`src/include/pllcfg_regs.svh`:
```
// Register map, field positions, reset values and timing counts for the clock configuration block
`ifndef PLLCFG_REGS_SVH
`define PLLCFG_REGS_SVH

// ----------------------------------------------------------------------
// Register offsets (byte addresses)
// ----------------------------------------------------------------------
`define PLLC_ADDR_W        8
`define PLLC_OFS_CFG       8'h00
`define PLLC_OFS_CTRL      8'h04
`define PLLC_OFS_STATUS    8'h08

// ----------------------------------------------------------------------
// Field positions and reset values
// ----------------------------------------------------------------------
`define PLLC_CFG_W         8
`define PLLC_CFG_RST       8'h00
`define PLLC_CTRL_OE_BIT   0
`define PLLC_CTRL_RST      1'h1
`define PLLC_ST_NUM_LSB    0
`define PLLC_ST_BADCFG_BIT 3
`define PLLC_ST_BADFB_BIT  4
`define PLLC_ST_HALF_BIT   5
`define PLLC_ST_LOCK_BIT   6
`define PLLC_ST_TICK_LSB   8

// ----------------------------------------------------------------------
// Output counts per configuration (double, base); rest run at half rate
// ----------------------------------------------------------------------
`define PLLC_NUM_OUT       14
`define PLLC_C1_DBL        5'h02
`define PLLC_C1_BASE       5'h0C
`define PLLC_C2_DBL        5'h02
`define PLLC_C2_BASE       5'h04
`define PLLC_C3_DBL        5'h04
`define PLLC_C3_BASE       5'h0A
`define PLLC_C4_DBL        5'h00
`define PLLC_C4_BASE       5'h0E
`define PLLC_C5_DBL        5'h00
`define PLLC_C5_BASE       5'h07
`define PLLC_C6_DBL        5'h02
`define PLLC_C6_BASE       5'h0C

// ----------------------------------------------------------------------
// Timing
// ----------------------------------------------------------------------
`define PLLC_CNT_W         4
`define PLLC_SETTLE_CYC    5'h10

`endif

```
`src/include/pllcfg_pkg.sv`:
```
// Types shared by the clock configuration block
package pllcfg_pkg;

  typedef enum logic [1:0] {
    PLLC_RATE_DBL  = 2'b00,
    PLLC_RATE_BASE = 2'b01,
    PLLC_RATE_HALF = 2'b10
  } pllcfg_rate_t;

  typedef enum logic [1:0] {
    PLLC_FB_Q4 = 2'b00,
    PLLC_FB_Q2 = 2'b01,
    PLLC_FB_Q  = 2'b11
  } pllcfg_fb_t;

  typedef struct packed {
    logic [2:0] phase_sel;
    logic [1:0] fb_ratio_sel;
    logic [2:0] out_cfg_sel;
  } pllcfg_sel_t;

  typedef struct packed {
    logic dbl;
    logic base;
    logic half;
    logic phase;
    logic loop;
  } pllcfg_clk_t;

endpackage

```
`src/design/pllcfg_tap.sv`:
```
// Registered tap of the shared divider count, shifted back by a number of ticks
`timescale 1ns/1ps
`default_nettype none
`include "pllcfg_regs.svh"

module pllcfg_tap
  import pllcfg_pkg::*;
(
  input  wire logic                   clk,
  input  wire logic                   rst,
  input  wire logic [`PLLC_CNT_W-1:0] cnt,
  input  wire logic [`PLLC_CNT_W-1:0] shift,
  input  wire logic [1:0]             bit_sel,
  output logic                        tap_r
);

  logic [`PLLC_CNT_W-1:0] delayed;
  logic                   tap_nxt;

  // Subtracting the shift delays the waveform by whole VCO ticks
  always_comb begin
    delayed = cnt - shift;
    tap_nxt = delayed[bit_sel];
  end

  always_ff @(posedge clk) begin
    if (rst) begin
      tap_r <= 1'b0;
    end else begin
      tap_r <= tap_nxt;
    end
  end

endmodule
`default_nettype wire

```
`src/design/pllcfg_top.sv`:
```
// Output configuration, feedback ratio and phase step select with APB registers
//
// The register addresses and the APB interface to the registers were chosen for this implementation.
`timescale 1ns/1ps
`default_nettype none
`include "pllcfg_regs.svh"

module pllcfg_top
  import pllcfg_pkg::*;
(
  input  wire logic                     CORE_CLK,
  input  wire logic                     SYS_RST,
  input  wire logic                     PSEL,
  input  wire logic                     PENABLE,
  input  wire logic                     PWRITE,
  input  wire logic [`PLLC_ADDR_W-1:0]  PADDR,
  input  wire logic [31:0]              PWDATA,
  output logic      [31:0]              PRDATA,
  output logic                          PREADY,
  output logic                          PSLVERR,
  output logic [`PLLC_NUM_OUT-1:0]      PROG_CLK_OUT,
  output logic                          PROG_OE_N,
  output logic                          DOUBLE_RATE_CLK_OUT,
  output logic                          DOUBLE_RATE_OE_N,
  output logic                          PHASE_CLK_OUT,
  output logic                          PHASE_OE_N,
  output logic                          LOOP_RETURN_OUT,
  output logic                          LOCK_OUT
);

  // ----------------------------------------------------------------------
  // Register file
  // ----------------------------------------------------------------------
  pllcfg_sel_t cfg_r;
  pllcfg_sel_t cfg_nxt;
  logic        oe_r;
  logic        oe_nxt;
  logic [31:0] rdata_r;
  logic [31:0] rdata_nxt;
  logic [31:0] status;
  logic        setup;
  logic        access;
  logic        mapped;
  logic        cfg_wr;

  always_comb begin
    setup  = PSEL && !PENABLE;
    access = PSEL && PENABLE;
    mapped = (PADDR == `PLLC_OFS_CFG) || (PADDR == `PLLC_OFS_CTRL) ||
             (PADDR == `PLLC_OFS_STATUS);
    cfg_wr = access && PWRITE && (PADDR == `PLLC_OFS_CFG);
  end

  // Zero wait states; read data is captured in setup so it comes from a flop
  always_comb begin
    PREADY  = 1'b1;
    PSLVERR = access && !mapped;
    cfg_nxt = cfg_r;
    oe_nxt  = oe_r;
    rdata_nxt = rdata_r;
    if (cfg_wr) begin
      cfg_nxt = pllcfg_sel_t'(PWDATA[`PLLC_CFG_W-1:0]);
    end
    if (access && PWRITE && (PADDR == `PLLC_OFS_CTRL)) begin
      oe_nxt = PWDATA[`PLLC_CTRL_OE_BIT];
    end
    if (setup && !PWRITE) begin
      unique case (PADDR)
        `PLLC_OFS_CFG:    rdata_nxt = {24'h000000, cfg_r};
        `PLLC_OFS_CTRL:   rdata_nxt = {31'h00000000, oe_r};
        `PLLC_OFS_STATUS: rdata_nxt = status;
        default:          rdata_nxt = 32'h00000000;
      endcase
    end
  end

  always_ff @(posedge CORE_CLK) begin
    if (SYS_RST) begin
      cfg_r   <= pllcfg_sel_t'(`PLLC_CFG_RST);
      oe_r    <= `PLLC_CTRL_RST;
      rdata_r <= 32'h00000000;
    end else begin
      cfg_r   <= cfg_nxt;
      oe_r    <= oe_nxt;
      rdata_r <= rdata_nxt;
    end
  end

  assign PRDATA = rdata_r;

  // ----------------------------------------------------------------------
  // Select decode
  // ----------------------------------------------------------------------
  logic [2:0]             cfg_num;
  logic [4:0]             n_dbl;
  logic [4:0]             n_base;
  logic                   bad_cfg;
  logic                   bad_fb;
  pllcfg_fb_t             fb_mode;
  logic                   half_phase;
  logic [`PLLC_CNT_W-1:0] ph_ticks;
  pllcfg_rate_t           rate [`PLLC_NUM_OUT];

  always_comb begin
    bad_cfg = 1'b0;
    unique case (cfg_r.out_cfg_sel)
      3'h0: begin cfg_num = 3'h1; n_dbl = `PLLC_C1_DBL; n_base = `PLLC_C1_BASE; end
      3'h1: begin cfg_num = 3'h2; n_dbl = `PLLC_C2_DBL; n_base = `PLLC_C2_BASE; end
      3'h2: begin cfg_num = 3'h3; n_dbl = `PLLC_C3_DBL; n_base = `PLLC_C3_BASE; end
      3'h3: begin cfg_num = 3'h4; n_dbl = `PLLC_C4_DBL; n_base = `PLLC_C4_BASE; end
      3'h4: begin cfg_num = 3'h5; n_dbl = `PLLC_C5_DBL; n_base = `PLLC_C5_BASE; end
      3'h7: begin cfg_num = 3'h6; n_dbl = `PLLC_C6_DBL; n_base = `PLLC_C6_BASE; end
      default: begin
        cfg_num = 3'h1;
        n_dbl   = `PLLC_C1_DBL;
        n_base  = `PLLC_C1_BASE;
        bad_cfg = 1'b1;
      end
    endcase
    bad_fb = 1'b0;
    unique case (cfg_r.fb_ratio_sel)
      2'b00:   fb_mode = PLLC_FB_Q4;
      2'b01:   fb_mode = PLLC_FB_Q2;
      2'b11:   fb_mode = PLLC_FB_Q;
      default: begin
        fb_mode = PLLC_FB_Q2;
        bad_fb  = 1'b1;
      end
    endcase
    // Phase output follows the rate of the configuration's slowest set
    half_phase = (cfg_num == 3'h2) || (cfg_num == 3'h5);
    if (half_phase) begin
      ph_ticks = {1'b0, cfg_r.phase_sel + 3'h1};
    end else begin
      unique case (cfg_r.phase_sel[1:0])
        2'b00: ph_ticks = 4'h2;
        2'b01: ph_ticks = 4'h1;
        2'b10: ph_ticks = 4'h0;
        2'b11: ph_ticks = 4'h3;
      endcase
    end
  end

  // Lowest indices run fastest: double, then base, then half
  always_comb begin
    for (int i = 0; i < `PLLC_NUM_OUT; i++) begin
      if (5'(i) < n_dbl) begin
        rate[i] = PLLC_RATE_DBL;
      end else if (5'(i) < n_dbl + n_base) begin
        rate[i] = PLLC_RATE_BASE;
      end else begin
        rate[i] = PLLC_RATE_HALF;
      end
    end
  end

  // ----------------------------------------------------------------------
  // Divider chain
  // ----------------------------------------------------------------------
  // One counter feeds every tap, so all rates share the same edges
  logic [`PLLC_CNT_W-1:0] cnt_r;
  logic [`PLLC_CNT_W-1:0] cnt_nxt;
  logic [1:0]             loop_bit;
  logic [1:0]             phase_bit;
  pllcfg_clk_t            tap;

  always_comb begin
    cnt_nxt = cnt_r + 4'h1;
    unique case (fb_mode)
      PLLC_FB_Q4: loop_bit = 2'h3;
      PLLC_FB_Q2: loop_bit = 2'h2;
      PLLC_FB_Q:  loop_bit = 2'h1;
      default:    loop_bit = 2'h2;
    endcase
    phase_bit = half_phase ? 2'h2 : 2'h1;
  end

  always_ff @(posedge CORE_CLK) begin
    if (SYS_RST) begin
      cnt_r <= 4'h0;
    end else begin
      cnt_r <= cnt_nxt;
    end
  end

  pllcfg_tap u_tap_dbl (.clk(CORE_CLK), .rst(SYS_RST), .cnt(cnt_r), .shift(4'h0),
                        .bit_sel(2'h0), .tap_r(tap.dbl));
  pllcfg_tap u_tap_base (.clk(CORE_CLK), .rst(SYS_RST), .cnt(cnt_r), .shift(4'h0),
                         .bit_sel(2'h1), .tap_r(tap.base));
  pllcfg_tap u_tap_half (.clk(CORE_CLK), .rst(SYS_RST), .cnt(cnt_r), .shift(4'h0),
                         .bit_sel(2'h2), .tap_r(tap.half));
  pllcfg_tap u_tap_phase (.clk(CORE_CLK), .rst(SYS_RST), .cnt(cnt_r), .shift(ph_ticks),
                          .bit_sel(phase_bit), .tap_r(tap.phase));
  pllcfg_tap u_tap_loop (.clk(CORE_CLK), .rst(SYS_RST), .cnt(cnt_r), .shift(4'h0),
                         .bit_sel(loop_bit), .tap_r(tap.loop));

  // ----------------------------------------------------------------------
  // Output stage and lock
  // ----------------------------------------------------------------------
  pllcfg_clk_t              out_r;
  logic [`PLLC_NUM_OUT-1:0] prog_r;
  logic [`PLLC_NUM_OUT-1:0] prog_nxt;
  logic [4:0]               settle_r;
  logic [4:0]               settle_nxt;
  logic                     lock_r;
  logic                     lock_nxt;

  // Equal pipeline depth on every pin keeps output-to-output skew at zero
  always_comb begin
    for (int i = 0; i < `PLLC_NUM_OUT; i++) begin
      unique case (rate[i])
        PLLC_RATE_DBL:  prog_nxt[i] = tap.dbl;
        PLLC_RATE_BASE: prog_nxt[i] = tap.base;
        default:        prog_nxt[i] = tap.half;
      endcase
    end
    // Any config write restarts the settle count and drops lock
    if (cfg_wr) begin
      settle_nxt = 5'h00;
    end else if (settle_r != `PLLC_SETTLE_CYC) begin
      settle_nxt = settle_r + 5'h01;
    end else begin
      settle_nxt = settle_r;
    end
    lock_nxt = !cfg_wr && (settle_r == `PLLC_SETTLE_CYC);
  end

  always_ff @(posedge CORE_CLK) begin
    if (SYS_RST) begin
      out_r    <= '0;
      prog_r   <= '0;
      settle_r <= 5'h00;
      lock_r   <= 1'b0;
    end else begin
      out_r    <= tap;
      prog_r   <= prog_nxt;
      settle_r <= settle_nxt;
      lock_r   <= lock_nxt;
    end
  end

  // Loop return and lock have no enable: the loop must keep closing
  always_comb begin
    PROG_CLK_OUT        = prog_r;
    DOUBLE_RATE_CLK_OUT = out_r.dbl;
    PHASE_CLK_OUT       = out_r.phase;
    LOOP_RETURN_OUT     = out_r.loop;
    LOCK_OUT            = lock_r;
    PROG_OE_N           = !oe_r;
    DOUBLE_RATE_OE_N    = !oe_r;
    PHASE_OE_N          = !oe_r;
    status = 32'h00000000;
    status[`PLLC_ST_NUM_LSB +: 3]   = cfg_num;
    status[`PLLC_ST_BADCFG_BIT]     = bad_cfg;
    status[`PLLC_ST_BADFB_BIT]      = bad_fb;
    status[`PLLC_ST_HALF_BIT]       = half_phase;
    status[`PLLC_ST_LOCK_BIT]       = lock_r;
    status[`PLLC_ST_TICK_LSB +: 4]  = ph_ticks;
  end
endmodule
`default_nettype wire

```
`config.mk`:
```
export PLATFORM = sky130hd
export DESIGN_NAME = pllcfg_top
export DESIGN_NICKNAME = d
export VERILOG_FILES = /design/src/include/pllcfg_pkg.sv /design/src/design/pllcfg_tap.sv /design/src/design/pllcfg_top.sv
export VERILOG_INCLUDE_DIRS = /design/src /design/src/include
export SDC_FILE = /design/constraint.sdc
export NUM_CORES = 1
export LEC_CHECK = 0
export BUFFER_PORTS_ARGS = -buffer_cell sky130_fd_sc_hd__buf_2
export CAP_MARGIN = 40
export CORE_MARGIN = 4
export CORE_UTILIZATION = 46
export CTS_BUF_LIST = sky130_fd_sc_hd__clkbuf_8
export DETAILED_ROUTE_END_ITERATION = 10
export PLACE_DENSITY = 0.88
export SLEW_MARGIN = 20
export SYNTH_ARGS = -nofsm -noshare
export SYNTH_HDL_FRONTEND = slang
export SYNTH_SLANG_ARGS = --single-unit
```
`constraint.sdc`:
```
create_clock -name CORE_CLK -period 2.65 [get_ports CORE_CLK]
set_clock_uncertainty 0.2 [all_clocks]
set_input_delay 0 -clock CORE_CLK [delete_from_list [all_inputs] [get_ports CORE_CLK]]
set_output_delay 0 -clock CORE_CLK [all_outputs]
set_load 0.05 [all_outputs]
```
# Yosys cells after proc, flatten, opt, wreduce, memory -nomap -nowiden
# Cells that the tools add are included.
# totals
ff_bits,73
input_bits,45
output_inout_bits,55
elab_cells,179
# op_classes
addsub,5
order_cmp,30
eq_ne,31
mux,57
n_reduce_logical,39
# ops
cell,count
$lt A4 B5 Y1 const A,12
$mux W2,29
$lt A3 B5 Y1 const A,8
$pmux W12 S3,1
$logic_not A2 Y1,17
$eq A2 B1 Y1 const B,16
$pmux W4 S4,2
$pmux W1 S2,14
$lt A1 B5 Y1 const A,4
$lt A2 B5 Y1 const A,4
$pmux W3 S5,1
$eq A3 B2 Y1 const B,3
$eq A3 B3 Y1 const B,3
$eq A2 B2 Y1 const B,4
$eq A8 B3 Y1 const B,1
$eq A8 B4 Y1 const B,1
$logic_and A1 B1 Y1,8
$logic_not A8 Y1,1
$pmux W2 S2,2
$lt A2 B3 Y1 const B,2
$pmux W3 S2,1
$reduce_or A6 Y1,1
$add A5 B1 Y5 const B,1
$add A5 B5 Y5,1
other kinds (14),25

# Depth between registers and ports, before layout
# logic_depth
depth_word,9
ltp_mapped,11

# By module
# From an unflattened synthesis, not the netlist that was laid out.
# unflattened
hier_cells,378
hier_area_um2,3290.7
# modules_own_cells
module,n_inst,cells_per_inst,area_each_um2
pllcfg_top,1,268,2383.5
pllcfg_tap,5,22,181.4

# Worst setup path before layout
# Ideal clock, no wire load.
# synth_path
path_kind,flip-flop to flip-flop
from,register cfg_r[0] in the netlist's numbering
to,"register prog_r[10], in the netlist PROG_CLK_OUT[10]"
setup_time_ps,128
arrival_ps,2361
t_required_ps,2322
setup_slack_ps,-39
stages_incl_launch_ff,11
synth_period_minus_slack_ps,2689
path_cell_list,dfxtp_1 -> buf_4 -> nand2b_1 -> nor2_1 -> inv_2 -> fa_1 -> nand2_1 -> mux2_2 -> o32ai_2 -> mux2i_1 -> nor2_1
# synth_via
elab_chain_len,9
word_cells_on_any_way,15
cone_classes,add/sub: 1; order compare: 2; eq/ne: 5; mux: 5; reduce/logical: 2
# synth_lines
item,line_no,rtl
from (decl),pllcfg_top.sv:34,pllcfg_sel_t cfg_r;
from (signal assigned),pllcfg_top.sv:79,cfg_r <= pllcfg_sel_t'(`PLLC_CFG_RST);
from (signal assigned),pllcfg_top.sv:83,cfg_r <= cfg_nxt;
$eq A3 B3 Y1 / $eq A3 B2 Y1 (equally long branches),pllcfg_top.sv:106,unique case (cfg_r.out_cfg_sel)
$reduce_or A2 Y1 (no source line),-,
$pmux W3 S2,pllcfg_top.sv:106,
$add A5 B5 Y5,pllcfg_top.sv:149,end else if (5'(i) < n_dbl + n_base) begin
$lt A4 B5 Y1,pllcfg_top.sv:149,
$mux W2,pllcfg_top.sv:149,
$mux W2 (*),pllcfg_top.sv:147,if (5'(i) < n_dbl) begin
$eq A2 B1 Y1 / $logic_not A2 Y1 (equally long branches),pllcfg_top.sv:211,unique case (rate[i])
$pmux W1 S2 (*),pllcfg_top.sv:211,
to (signal assigned),pllcfg_top.sv:236,prog_r <= prog_nxt;
to (decl),pllcfg_top.sv:201,logic [`PLLC_NUM_OUT-1:0] prog_r;
# Mark *: on every way between the ends. The rest lies on a longest branch, timed or not.
# A chain may end at the register's enable or synchronous reset.

# Final worst setup path
# Ends and elaborated chain as after synthesis.

==> out/qor.yml <==
synth_seq_cells: 51
synth_top_area_share_pct: 37.8
cts_sinks: 51
setup_violations: 0
yosysTopAreaCell: "dfxtp_1"
synthSimpleGateAreaFrac_pct: 18.9
status: "finished with violations"
cts_made_buffers: 5
synth_cell_types: 54
cts_tree: "done"
hold_viol: 1
fin_cells: 431
grt_max_degree: 47
post-place-cells: 408
fmax_mhz: 391
path_buf_inv: 1
clk_pin_slew_ns: 0.09
io_pins: 100
cts_buffer_depth: 2
floorplan.die_area_sq_mm: 0.00716
cts_setup_buffers: 0
vias: 2206
drtIter0Drc: 276
ys_async_sr_fraction_pct: 0
m1WireLength_um: 2320
cp.required_ns: 2.62
wl_per_cell_um: 13.4
grt_pass1_vias: 2172
wl_met3_um: 409
fillers: 522
hpwl_um: 4080
met2_length_um: 2940
drv_cap: 0
place_congestion: 0.826
critPathSlowestCell: "fa_2"
finalCritPeriodShare_pct: 96.4
htree_levels: 2
vias_per_cell: 5.12
slowest_delay_ns: 0.65
synth_compound_area_share_pct: 11.4
max_slew_margin_pct: 50.2
arrival_ns: 2.53
dpl_worst_slack_ns: 0.0960
start_util_pct: 48.1
ys.flop_type: "dfxtp_1"
critPathKind: "reg2reg"
crit_chain: "nand2b_1 -> nor2_2 -> buf_4 -> fa_2 -> nand2_1 -> mux2_2 -> o32ai_2 -> mux2i_1 -> nor2_1"
ys_top_cells_by_area: "dfxtp_1, buf_4, mux2i_1, ha_1, a21oi_1"
drc_errors: 0
syn_area_sq_mm: 0.00270
diodes: 0
maxUsedRoutingLayer: "met4"
setup_ws_ns: 0.0952
violations: "hold timing"
power_density_mw_per_mm2: 464
die_w_um: 84.6
cp-start-kind: "flop"
synth_fa_ha_area_share_pct: 6.58
final_layout_size_suffix_gt1_share_pct: 22.6
holdWs_ns: -0.00755
grt_overflow_total: 0
fin_nets: 418
antenna_found_initial: 0
grt_usage_pct: 16.7
multi_input_area_sq_mm: 0.00143
endpoint_kind: "flop"
synth_edf_count: 0
area_growth_pct: 16.7
rsz0062_at_grt: "false"
syn_inst: 300
drv_slew: 0
synth_top_family_by_area: "simple AND/OR/NAND/NOR gates"
synthXorXnorAreaFrac_pct: 4.45
die-height_um: 84.6
worstPathMaxFanout: 7
synthMuxAreaShare_pct: 7.97
routed_wl_um: 5780
clk_latency_ns: 0.30
finalSetupTns_ns: 0
yosys_warnings: 0
hold_class: "in2reg"
core_area_sq_mm: 0.00561
synth.avg_cell_area_sq_um: 9.00
p_leak_nw: 1.39
layout.area.seq_sq_mm: 0.00102
seq_area_frac_synth_pct: 37.8
io_buffers: 53
dr.pass1.iters: 4
grt_pass1_wl_um: 10000
tightest_slew_ns: 0.747
cts-root-buf: "clkbuf_8"
placementRows: 27
timing.final.crit_period_ns: 2.55
vdd_drop_max_uv: 221
path_delay_family: "adder cells"
final_antenna_net_count: 0
layout by cell type (no fill, tap or decap), types with 8 or more instances in the layout:
| cell | n |
|---|---|
| dfxtp_1 | 51 |
| nor2_1 | 22 |
| nand2_1 | 20 |
| nand3_1 | 8 |
| inv_1 | 8 |
| ha_1 | 11 |
| conb_1 | 23 |
| mux2i_1 | 17 |
| buf_2 | 53 |
| a21oi_1 | 19 |
| nor3_1 | 10 |
| dlygate4sd3_1 | 17 |
cell type report:
type | count | share of cell area, %
Tap cell | 72 | 2.86
Clock inverter | 1 | 0.238
Clock buffer | 5 | 2.18
Sequential cell | 51 | 32.4
Inverter | 12 | 1.43
Multi-Input combinational cell | 213 | 45.4
Timing Repair Buffer | 77 | 15.5
through the flow:
stage,hold WS [ns],area [sq um],util (%),power [mW]
2_1_floorplan,-0.0707,2780,-,1.02
5_1_grt,0.0501,3150,56.2,1.53
3_5_place_dp,0.0466,2890,51.6,1.04
3_3_place_gp,0.0344,2890,51.6,1.04
4_1_cts,0.00449,3140,56.0,1.47
6_report,-0.00755,3150,56.2,1.46
cells in the mapped netlist, types with 7 or more instances:
master / n
a21oi_1: 19
nor3_1: 10
nand2_1: 20
buf_4: 28
nand3_1: 8
dfxtp_1: 51
o21ai_1: 7
ha_1: 11
nor2_1: 25
nor2b_1: 7
inv_1: 8
mux2i_1: 17
clkbuf_1: 11
path summary, 6_finish.rpt:
check,depth (start not counted),endpoint,slack [ns],startpoint
worst max-delay path,9,PROG_CLK_OUT[10],0.1,cfg_r[0]
worst min-delay path,6,PRDATA[4],-0.008,PADDR[7]
worst max register to register,9,PROG_CLK_OUT[10],0.1,cfg_r[0]
worst min register to register,1,LOOP_RETURN_OUT,0.25,u_tap_loop.tap_r
worst reg2reg max path: cells and delay by family, from the launching register on:
| family | cells | cell delay (ns) |
|---|---|---|
| mux | 2 | 0.51 |
| buf+inv | 1 | 0.15 |
| flops | 1 | 0.33 |
| fa+ha+maj | 1 | 0.65 |
| compound gates | 1 | 0.25 |
| simple gates | 4 | 0.34 |
state kept, by name, indices dropped and copies added (netlist names):
register             count
PROG_CLK_OUT            13
PRDATA                  11
cfg_r                    8
settle_r                 5
cnt_r                    4
DOUBLE_RATE_CLK_OUT      1
LOCK_OUT                 1
LOOP_RETURN_OUT          1
PHASE_CLK_OUT            1
oe_r                     1
u_tap_base.tap_r         1
u_tap_dbl.tap_r          1
u_tap_half.tap_r         1
u_tap_loop.tap_r         1
u_tap_phase.tap_r        1
power breakdown:
| group | internal, mW | switching, mW | leakage [nW] |
|---|---|---|---|
| Combinational | 0.0693 | 0.171 | 0.936 |
| Clock | 0.176 | 0.242 | 0.0361 |
| Sequential | 0.787 | 0.0167 | 0.414 |
metal layers:
metal / GRT usage, % / vias to the layer above
met1: 19.7 / 1037
met3: 4.61 / 14
met5: 0 / -
met2: 28.6 / 75
met4: 6.33 / 0
li1: - / 1080
what timing repair did:
item / in CTS / in global routing
hold endpoints to repair: 17 / 0
hold buffers: 17 / 0
gates resized for setup: 0 / 4
endpoints found under the setup margin: 0 / 4
kinds of logic after synthesis:
family / count (synthesis)
simple gates: 97
buf+inv: 57
flops: 51
compound gates: 48
mux: 20
fa+ha+maj: 13
xor+xnor: 12
other cells: 2
Power figures use the tool's default switching activity.
